$ cat src/pkg/irq_map.svh
`ifndef IRQ_MAP_SVH
`define IRQ_MAP_SVH

// register byte offsets
`define OFS_DATA        8'h00
`define OFS_IER         8'h18
`define OFS_ISR         8'h1C
`define OFS_TRSR        8'h20
`define OFS_CTRL        8'h28

// interrupt status / enable bit positions
`define ISR_CONV        10
`define ISR_RTO         9
`define ISR_INIT        8
`define ISR_CD          7
`define ISR_BGT         6
`define ISR_TMR2        5
`define ISR_TMR1        4
`define ISR_TMR0        3
`define ISR_TERR        2
`define ISR_TBE         1
`define ISR_RDA         0
`define IER_MASK        32'h000007FF
`define ISR_W1C_MASK    32'h000005F8
`define ISR_RESET       32'h00000002

// transfer status bit positions
`define TR_TX_ACT       31
`define TR_TX_LIMIT     30
`define TR_TX_RETRY     29
`define TR_TX_PTR_HI    25
`define TR_TX_PTR_LO    24
`define TR_RX_ACT       23
`define TR_RX_LIMIT     22
`define TR_RX_PTR_HI    17
`define TR_RX_PTR_LO    16
`define TR_CD_INS       12
`define TR_CD_REM       11
`define TR_TX_FULL      10
`define TR_TX_EMPTY     9
`define TR_TX_OVER      8
`define TR_RX_BREAK     6
`define TR_RX_FRAME     5
`define TR_RX_PARITY    4
`define TR_RX_FULL      2
`define TR_RX_EMPTY     1
`define TR_RX_OVER      0
`define TR_W1C_MASK     32'h60401971
`define TR_ERR_MASK     32'h40400171
`define TR_RESET        32'h00000202

// control register bit positions
`define CT_ACT          0
`define CT_DEACT        1
`define CT_WARM         2
`define CT_RETRY_EN     3
`define CT_BGT_EN       4
`define CT_LEV_HI       7
`define CT_LEV_LO       6
`define CT_MASK         32'h000000DF
`define CT_CFG_MASK     8'hD8

// convention bytes and buffer depth
`define TS_DIRECT       8'h3B
`define TS_INVERSE      8'h3F
`define BUF_DEPTH       3'h4

`endif

$ cat src/pkg/irq_pkg.sv
package irq_pkg;
  // one register word
  typedef logic [31:0] word_t;
  // buffer occupancy, 0 to 4
  typedef logic [2:0]  occ_t;
endpackage

$ cat src/pkg/irq_if.sv
`timescale 1ns/10ps
// set/clear/state of a bank of sticky flags
interface flag_if;
  import irq_pkg::*;
  word_t set;
  word_t clr;
  word_t q;
  modport owner (output set, output clr, input q);
  modport bank  (input set, input clr, output q);
endinterface

// occupancy tracking of a four byte buffer
interface occ_if;
  import irq_pkg::*;
  logic push;
  logic pop;
  logic over;
  logic drain;
  occ_t count;
  modport owner (output push, output pop, input over, input drain, input count);
  modport cnt   (input push, input pop, output over, output drain, output count);
endinterface

$ cat src/verilog/sticky_flags.sv
`timescale 1ns/10ps
`include "irq_map.svh"
module sticky_flags
  import irq_pkg::*;
(
  // clock and reset
  input wire logic clk,
  input wire logic resetn,
  // flag bank
  flag_if.bank     bus
);
  word_t q_q; // held flags

  // set beats a clear arriving in the same cycle
  always_ff @(posedge clk or negedge resetn)
  begin
    if (!resetn)
      q_q <= 32'h00000000;
    else
      q_q <= (q_q & ~bus.clr) | bus.set;
  end

  assign bus.q = q_q;
endmodule

$ cat src/verilog/occupancy_counter.sv
`timescale 1ns/10ps
`include "irq_map.svh"
module occupancy_counter
  import irq_pkg::*;
(
  // clock and reset
  input wire logic clk,
  input wire logic resetn,
  // push/pop side
  occ_if.cnt       port
);
  occ_t count_q; // bytes held
  occ_t count_d; // next count
  logic push_ok; // push accepted
  logic pop_ok;  // pop accepted

  // a push into a full buffer is refused and reported
  always_comb
  begin
    push_ok    = port.push && (count_q != `BUF_DEPTH);
    pop_ok     = port.pop && (count_q != 3'h0);
    port.over  = port.push && (count_q == `BUF_DEPTH);
    port.drain = pop_ok && !push_ok && (count_q == 3'h1);
    count_d    = count_q;
    if (push_ok && !pop_ok)
      count_d = count_q + 3'h1;
    else if (pop_ok && !push_ok)
      count_d = count_q - 3'h1;
  end

  // occupancy register
  always_ff @(posedge clk or negedge resetn)
  begin
    if (!resetn)
      count_q <= 3'h0;
    else
      count_q <= count_d;
  end

  assign port.count = count_q;
endmodule

$ cat src/verilog/smartcard_irq_status_logic.sv
// Local design decision: strobed register access.
`timescale 1ns/10ps
`include "irq_map.svh"
module smartcard_irq_status_logic
  import irq_pkg::*;
(
  // clock and reset
  input  wire logic       clk,
  input  wire logic       resetn,
  // register port
  input  wire logic [7:0] addr,
  input  wire logic [31:0] wdata,
  input  wire logic       wr_en,
  input  wire logic       rd_en,
  output logic [31:0]     rdata,
  // interrupt to the processor
  output logic            irq,
  // answer-to-reset convention byte
  input  wire logic       ts_valid,
  input  wire logic [7:0] ts_byte,
  // sequencer handshake
  input  wire logic       act_done,
  input  wire logic       deact_done,
  input  wire logic       warm_done,
  output logic            activation_start,
  output logic            deactivation_start,
  output logic            warm_reset_start,
  // receive side events
  input  wire logic       rx_byte_in,
  input  wire logic [7:0] rx_head_data,
  input  wire logic       rx_timeout_evt,
  input  wire logic       rx_break_evt,
  input  wire logic       rx_frame_evt,
  input  wire logic       rx_parity_evt,
  input  wire logic       rx_retry_limit_evt,
  input  wire logic       rx_busy,
  output logic            rx_pop,
  output logic            rx_retry_enable,
  output logic            rx_block_guard_enable,
  // transmit side events
  input  wire logic       tx_load,
  input  wire logic       tx_retry_evt,
  input  wire logic       tx_retry_limit_evt,
  input  wire logic       tx_busy,
  output logic            tx_push,
  output logic [7:0]      tx_data,
  // card detect, guard time and timers
  input  wire logic       card_inserted,
  input  wire logic       card_removed,
  input  wire logic       block_guard_evt,
  input  wire logic       timer_zero_evt,
  input  wire logic       timer_one_evt,
  input  wire logic       timer_two_evt
);

  // true when a convention byte is neither allowed value
  function automatic logic bad_convention(input logic [7:0] b);
    bad_convention = (b != `TS_DIRECT) && (b != `TS_INVERSE);
  endfunction

  // trigger level code to byte count; code 3 saturates at three
  function automatic occ_t trigger_count(input logic [1:0] lev);
    case (lev)
      2'h0:    trigger_count = 3'h1;
      2'h1:    trigger_count = 3'h2;
      default: trigger_count = 3'h3;
    endcase
  endfunction

  flag_if isr_f ();          // sticky interrupt status flags
  flag_if trsr_f ();         // sticky transfer status flags
  occ_if  rx_occ ();         // receive buffer occupancy
  occ_if  tx_occ ();         // transmit buffer occupancy

  word_t       ier_q;        // interrupt enables
  logic [7:0]  ctrl_q;       // sequence starts and rx config
  logic        rto_q;        // receive timeout flag
  logic        tx_empty_q;   // transmit buffer empty flag
  logic        tx_act_q;     // transmit in progress
  logic        rx_act_q;     // receive in progress
  logic        irq_q;        // registered interrupt
  word_t       rdata_q;      // read data, one cycle after strobe
  logic        tx_push_q;    // byte handed to holding buffer
  logic [7:0]  tx_data_q;    // byte written by software
  logic        rx_pop_q;     // byte taken from receive buffer
  word_t       isr_val;      // interrupt status as read
  word_t       trsr_val;     // transfer status as read
  logic        terr;         // any transfer error
  logic        rda;          // receive level reached
  logic        seq_done;     // any sequence completed
  logic        wr_data;      // holding buffer write
  logic        rd_data;      // receive buffer read

  // strobe decode
  assign wr_data = wr_en && (addr == `OFS_DATA);
  assign rd_data = rd_en && (addr == `OFS_DATA);
  assign seq_done = act_done || deact_done || warm_done;

  // buffer trackers
  assign rx_occ.push = rx_byte_in;
  assign rx_occ.pop  = rd_data;
  assign tx_occ.push = wr_data;
  assign tx_occ.pop  = tx_load;

  sticky_flags u_isr_flags (
    .clk    (clk),
    .resetn (resetn),
    .bus    (isr_f.bank)
  );

  sticky_flags u_trsr_flags (
    .clk    (clk),
    .resetn (resetn),
    .bus    (trsr_f.bank)
  );

  occupancy_counter u_rx_count (
    .clk    (clk),
    .resetn (resetn),
    .port   (rx_occ.cnt)
  );

  occupancy_counter u_tx_count (
    .clk    (clk),
    .resetn (resetn),
    .port   (tx_occ.cnt)
  );

  // interrupt status set and clear terms
  always_comb
  begin
    isr_f.set = 32'h00000000;
    isr_f.set[`ISR_CONV] = ts_valid && bad_convention(ts_byte);
    isr_f.set[`ISR_INIT] = seq_done;
    isr_f.set[`ISR_CD]   = card_inserted || card_removed;
    isr_f.set[`ISR_BGT]  = block_guard_evt && ctrl_q[`CT_BGT_EN];
    isr_f.set[`ISR_TMR2] = timer_two_evt;
    isr_f.set[`ISR_TMR1] = timer_one_evt;
    isr_f.set[`ISR_TMR0] = timer_zero_evt;
    isr_f.clr = (wr_en && (addr == `OFS_ISR)) ? (wdata & `ISR_W1C_MASK) : 32'h00000000;
  end

  // transfer status set and clear terms
  always_comb
  begin
    trsr_f.set = 32'h00000000;
    trsr_f.set[`TR_TX_LIMIT]  = tx_retry_limit_evt;
    trsr_f.set[`TR_TX_RETRY]  = tx_retry_evt;
    trsr_f.set[`TR_RX_LIMIT]  = rx_retry_limit_evt;
    trsr_f.set[`TR_CD_INS]    = card_inserted;
    trsr_f.set[`TR_CD_REM]    = card_removed;
    trsr_f.set[`TR_TX_OVER]   = tx_occ.over;
    // retry mode suppresses the receive break, frame and parity flags
    trsr_f.set[`TR_RX_BREAK]  = rx_break_evt && !ctrl_q[`CT_RETRY_EN];
    trsr_f.set[`TR_RX_FRAME]  = rx_frame_evt && !ctrl_q[`CT_RETRY_EN];
    trsr_f.set[`TR_RX_PARITY] = rx_parity_evt && !ctrl_q[`CT_RETRY_EN];
    // overflow on byte into full buffer
    trsr_f.set[`TR_RX_OVER]   = rx_occ.over;
    trsr_f.clr = (wr_en && (addr == `OFS_TRSR)) ? (wdata & `TR_W1C_MASK) : 32'h00000000;
  end

  // status words as software sees them
  always_comb
  begin
    // error summary clears only when every source is cleared
    terr = |(trsr_f.q & `TR_ERR_MASK);
    // level compare, drops as reads lower the count
    rda  = rx_occ.count >= trigger_count(ctrl_q[`CT_LEV_HI:`CT_LEV_LO]);
    isr_val = isr_f.q & `ISR_W1C_MASK;
    isr_val[`ISR_RTO]  = rto_q;
    isr_val[`ISR_TERR] = terr;
    isr_val[`ISR_TBE]  = tx_empty_q;
    isr_val[`ISR_RDA]  = rda;
    trsr_val = trsr_f.q & `TR_W1C_MASK;
    trsr_val[`TR_TX_ACT] = tx_act_q;
    // pointer field; four shows as zero, full bit disambiguates
    trsr_val[`TR_TX_PTR_HI:`TR_TX_PTR_LO] = tx_occ.count[1:0];
    trsr_val[`TR_RX_ACT] = rx_act_q;
    trsr_val[`TR_RX_PTR_HI:`TR_RX_PTR_LO] = rx_occ.count[1:0];
    trsr_val[`TR_TX_FULL]  = tx_occ.count == `BUF_DEPTH;
    trsr_val[`TR_TX_EMPTY] = tx_empty_q;
    trsr_val[`TR_RX_FULL]  = rx_occ.count == `BUF_DEPTH;
    trsr_val[`TR_RX_EMPTY] = rx_occ.count == 3'h0;
  end

  // enable register
  always_ff @(posedge clk or negedge resetn)
  begin
    if (!resetn)
      ier_q <= 32'h00000000;
    else if (wr_en && (addr == `OFS_IER))
      ier_q <= wdata & `IER_MASK;
  end

  // control: starts set by write, cleared by their own completion
  always_ff @(posedge clk or negedge resetn)
  begin
    if (!resetn)
      ctrl_q <= 8'h00;
    else
    begin
      if (wr_en && (addr == `OFS_CTRL))
      begin
        // config bits take the write, start bits only set
        ctrl_q <= (wdata[7:0] & `CT_CFG_MASK) | (ctrl_q & ~`CT_CFG_MASK) |
                  (wdata[7:0] & ~`CT_CFG_MASK & 8'(`CT_MASK));
      end
      // completion wins over a racing start write
      if (act_done)
        ctrl_q[`CT_ACT] <= 1'b0;
      if (deact_done)
        ctrl_q[`CT_DEACT] <= 1'b0;
      if (warm_done)
        ctrl_q[`CT_WARM] <= 1'b0;
    end
  end

  // timeout flag ignores writes, ends when last byte is read
  always_ff @(posedge clk or negedge resetn)
  begin
    if (!resetn)
      rto_q <= 1'b0;
    else if (rx_timeout_evt)
      rto_q <= 1'b1;
    else if (rx_occ.drain)
      rto_q <= 1'b0;
  end

  // empty flag: set by last load, cleared by a buffer write
  always_ff @(posedge clk or negedge resetn)
  begin
    if (!resetn)
      tx_empty_q <= 1'b1;
    else if (tx_occ.drain)
      tx_empty_q <= 1'b1;
    else if (wr_data)
      tx_empty_q <= 1'b0;
  end

  // activity levels from the serial engine
  always_ff @(posedge clk or negedge resetn)
  begin
    if (!resetn)
    begin
      tx_act_q <= 1'b0;
      rx_act_q <= 1'b0;
    end
    else
    begin
      tx_act_q <= tx_busy;
      rx_act_q <= rx_busy;
    end
  end

  // one interrupt line, OR of enabled status bits
  always_ff @(posedge clk or negedge resetn)
  begin
    if (!resetn)
      irq_q <= 1'b0;
    else
      irq_q <= |(isr_val & ier_q);
  end

  // read mux; unmapped addresses read zero
  always_ff @(posedge clk or negedge resetn)
  begin
    if (!resetn)
      rdata_q <= 32'h00000000;
    else if (rd_en)
    begin
      case (addr)
        `OFS_DATA: rdata_q <= {24'h000000, rx_head_data};
        `OFS_IER:  rdata_q <= ier_q;
        `OFS_ISR:  rdata_q <= isr_val;
        `OFS_TRSR: rdata_q <= trsr_val;
        `OFS_CTRL: rdata_q <= {24'h000000, ctrl_q} & `CT_MASK;
        default:   rdata_q <= 32'h00000000;
      endcase
    end
  end

  // data strobes toward the buffers; a full buffer drops the byte
  always_ff @(posedge clk or negedge resetn)
  begin
    if (!resetn)
    begin
      tx_push_q <= 1'b0;
      tx_data_q <= 8'h00;
      rx_pop_q  <= 1'b0;
    end
    else
    begin
      tx_push_q <= wr_data && !tx_occ.over;
      if (wr_data)
        tx_data_q <= wdata[7:0];
      rx_pop_q  <= rd_data && (rx_occ.count != 3'h0);
    end
  end

  assign rdata                 = rdata_q;
  assign irq                   = irq_q;
  assign activation_start      = ctrl_q[`CT_ACT];
  assign deactivation_start    = ctrl_q[`CT_DEACT];
  assign warm_reset_start      = ctrl_q[`CT_WARM];
  assign rx_retry_enable       = ctrl_q[`CT_RETRY_EN];
  assign rx_block_guard_enable = ctrl_q[`CT_BGT_EN];
  assign tx_push               = tx_push_q;
  assign tx_data               = tx_data_q;
  assign rx_pop                = rx_pop_q;
endmodule

$ cat config.mk
export PLATFORM = sky130hd
export DESIGN_NAME = smartcard_irq_status_logic
export DESIGN_NICKNAME = d
export VERILOG_FILES = /design/src/pkg/irq_pkg.sv /design/src/pkg/irq_if.sv /design/src/verilog/sticky_flags.sv /design/src/verilog/occupancy_counter.sv /design/src/verilog/smartcard_irq_status_logic.sv
export VERILOG_INCLUDE_DIRS = /design/src /design/src/pkg
export SDC_FILE = /design/constraint.sdc
export NUM_CORES = 1
export LEC_CHECK = 0
export BUFFER_PORTS_ARGS = -buffer_cell sky130_fd_sc_hd__buf_2
export CAP_MARGIN = 20
export CELL_PAD_IN_SITES_DETAIL_PLACEMENT = 1
export CELL_PAD_IN_SITES_GLOBAL_PLACEMENT = 2
export CORE_MARGIN = 10
export CORE_UTILIZATION = 31
export CTS_CLUSTER_SIZE = 25
export DETAILED_ROUTE_END_ITERATION = 12
export GPL_ROUTABILITY_DRIVEN = 0
export PLACE_DENSITY_LB_ADDON = 0.05
export REMOVE_ABC_BUFFERS = 1
export SYNTH_ARGS = -nofsm -noshare
export SYNTH_HDL_FRONTEND = slang
export SYNTH_SLANG_ARGS = --single-unit
$ cat constraint.sdc
create_clock -name clk -period 2 [get_ports clk]
set_input_delay 0.3 -clock clk [delete_from_list [all_inputs] [get_ports clk]]
set_output_delay 0.3 -clock clk [all_outputs]
set_load 0.05 [all_outputs]
==> impl_metrics.py <==
metrics = {
    "outcome": {
        "outcome": "finished, final reports clean",
    },
    "worst_hold_path": {
        "hold_path_depth": 1,
        "hold_path_startpoint": "rx_busy",
        "hold_class": "input pin to register",
        "min_to": "rx_act_q",
    },
    "sta": {
        "setup_viol": 0,
        "period_share_pct": 91.3,
        "clock_skew_ns": 0.00638,
        "rsz0062_at_grt": "false",
        "drv_slew": 0,
        "fin_hold_ws_ns": 0.0681,
        "timing.fmax_mhz": 548,
        "tns_ns": 0,
        "timing.final.hold_violations": 0,
        "period_needed_ns": 1.83,
    },
    "synthesis": {
        "synth_warnings": 0,
        "ys_seq_elements": 78,
        "async_flop_share_pct": 100,
        "syn_area_mm2": 0.00379,
        "ys_seq_area_share_pct": 51.5,
        "postSynthAreaPerCell_um2": 11.5,
        "synth_ff_type": "dfrtp_1",
        "ys_types": 50,
        "synth_edf_count": 0,
        "syn_inst": 330,
    },
    "grt": {
        "grt_overflow": 0,
        "grt_max_degree": 39,
        "grt_pass1_vias": 3352,
        "grtUsageTotal_pct": 15.0,
        "grt_pass1_wl_um": 19500,
        "antenna_found_initial": 0,
    },
    "clock_tree": {
        "cts_buffers": 9,
        "post_cts_resized": 0,
        "clock_path_buffers": 2,
        "post_cts.repair.setup_buffers": 0,
        "insertion_delay_ns": 0.34,
        "tritoncts": "yes",
        "root_buffer": "clkbuf_16",
        "htree_levels": 3,
        "clock_sinks": 78,
        "path_clk_slew_ns": 0.06,
    },
    "worst_setup_path": {
        "reg2regPathDepth": 8,
        "cp-startpoint": "addr[2]",
        "slowest_stage": "or3_1",
        "rr_startpoint": "u_tx_count.port.count[1]",
        "required_ns": 2.23,
        "max_stage_delay_ns": 0.42,
        "crit_chain": "buf_2, or3_1, nor4b_4, buf_4, nand3_1, inv_1, ha_1, mux2i_1, nor2_1, xnor2_1",
        "path_max_fanout": 3,
        "rrSetupSlack_ns": 0.20,
        "r2r-end": "u_tx_count.port.count[2]",
        "worstSetupPathType": "input pin to register",
        "startpoint_type": "input pin",
        "critPathCaptureType": "register",
        "arrival_ns": 2.05,
    },
    "floorplanning": {
        "die_h_um": 131,
        "core_area_mm2": 0.0120,
        "initial_core_util_pct": 31.6,
        "io_pins": 129,
        "die-area_mm2": 0.0171,
        "die_x_um": 131,
        "std_cell_rows": 40,
    },
    "cells_and_area": {
        "final_cell_mix": "buf_2, dfrtp_1, buf_4",
        "nFillCells": 1368,
        "drive_gt1_share_pct": 40.0,
        "syn_to_final_growth_pct": 31.0,
        "fin_util_pct": 41.4,
        "fin_nets": 558,
        "layout_commonest_cell": "buf_2",
        "antenna_cells": 0,
    },
    "routing": {
        "dr_wl_met2_um": 6050,
        "via_per_inst": 4.95,
        "wl_met3_um": 736,
        "met1Wirelength_um": 5690,
        "wl_per_cell_um": 20.4,
        "drt_wl_total_um": 12500,
        "first_pass_iters": 4,
        "drc": 0,
        "ant_nets": 0,
        "vias": 3047,
        "top_layer": "met4",
        "first_iter_violations": 180,
    },
    "job": {
        "maxCapViolCount": 0,
    },
    "pwr": {
        "leakage_nw": 2.44,
        "ir_drop_mv": 0.426,
        "powerDensity_mw_per_mm2": 917,
    },
    "placed_design": {
        "port_buffers": 101,
        "hpwl_um": 9830,
    },
}
[layer usage]
metal | up-vias | GRT usage (%)
met2 | 77 | 24.2
met5 | - | 0
met4 | 0 | 2.55
met3 | 4 | 5.16
met1 | 1520 | 19.3
li1 | 1446 | -
[stage by stage]
step | total power, W | cell area (um^2) | setup slack (ns) | std cells
detailed placement | 0.00294 | 4660 | -0.190 | 598
global placement | 0.00290 | 4660 | -0.128 | 598
floorplan | 0.00252 | 3680 | -0.164 | 314
global route | 0.00483 | 4970 | 0.00184 | 615
finish | 0.00456 | 4970 | 0.175 | 615
CTS | 0.00464 | 4970 | 0.124 | 615
[final cells by class]
| cell class | instances | area [um^2] | share of cell area (%) |
|---|---|---|---|
| Clock buffer | 13 | 250 | 5.04 |
| Clock inverter | 3 | 45.0 | 0.906 |
| Inverter | 14 | 52.6 | 1.06 |
| Multi-Input combinational cell | 222 | 1670 | 33.6 |
| Sequential cell | 78 | 1950 | 39.3 |
| Tap cell | 147 | 184 | 3.70 |
| Timing Repair Buffer | 138 | 813 | 16.4 |
[where the power goes]
| group | total [W] | switching (W) | internal [W] |
|---|---|---|---|
| clock | 0.00165 | 0.000648 | 0.00100 |
| combinational | 0.000998 | 0.000602 | 0.000396 |
| sequential | 0.00191 | 0.000158 | 0.00175 |
[timing repair]
item	4_1_cts	5_1_grt
endpoints found under the hold margin	34	0
setup endpoints to repair	0	0
hold buffers	1	0
[kinds of logic (layout without fill, tap and decap cells)]
logic type	count (synthesis)	after routing	synth area share, %
XOR/XNOR	6	6	1.39
adder cells (fa/ha/maj)	14	14	4.62
AO/OA/AOI/OAI	69	69	13.8
other	1	10	0.0989
multiplexers	37	37	10.8
AND/OR/NAND/NOR	86	86	12.5
buffers and inverters	39	168	5.31
flip-flops	78	78	51.5
[sequential cells by signal (all words and copies together), names as in the netlist]
signal / cells
ctrl_q: 7
u_tx_count.port.count: 3
rx_pop: 1
u_trsr_flags.bus.q: 10
rx_act_q: 1
irq: 1
tx_empty_q: 1
rto_q: 1
tx_act_q: 1
tx_push: 1
u_isr_flags.bus.q: 7
rdata: 22
u_rx_count.port.count: 3
tx_data: 8
ier_q: 11
[how the worst max path moves through the flow]
stage                               endpoint
global route        u_tx_count.port.count[1]
global placement    u_tx_count.port.count[2]
floorplan           u_tx_count.port.count[2]
finish              u_tx_count.port.count[2]
detailed placement  u_tx_count.port.count[1]
CTS                 u_tx_count.port.count[1]
[worst max-delay path, delay by kind of cell]
kind	cells	cell delay, ns
and+or+nand+nor	4	0.83
buffers and inverters	3	0.39
muxes	1	0.22
adders and majority gates	1	0.19
xor gates and xnor gates	1	0.12
[synth_stat cells (3+ instances only)]
cell type / count / area (um^2)
a221oi_1: 5 / 43.8
nand4_1: 10 / 62.6
ha_1: 14 / 175
mux2i_1: 6 / 60.1
o21ai_0: 7 / 35.0
dfrtp_1: 77 / 1930
buf_4: 11 / 82.6
nand2b_1: 4 / 25.0
a21o_1: 8 / 60.1
nand2_1: 23 / 86.3
xnor2_1: 3 / 26.3
nor2_1: 21 / 78.8
mux2_2: 31 / 349
xor2_1: 3 / 26.3
a21oi_1: 9 / 45.0
inv_1: 14 / 52.6
a22o_1: 17 / 149
a22oi_1: 5 / 37.5
nor3_1: 7 / 35.0
buf_2: 4 / 20.0
clkbuf_1: 6 / 22.5
nand3_1: 6 / 30.0
Note: power is estimated with default switching activity, not from simulation.
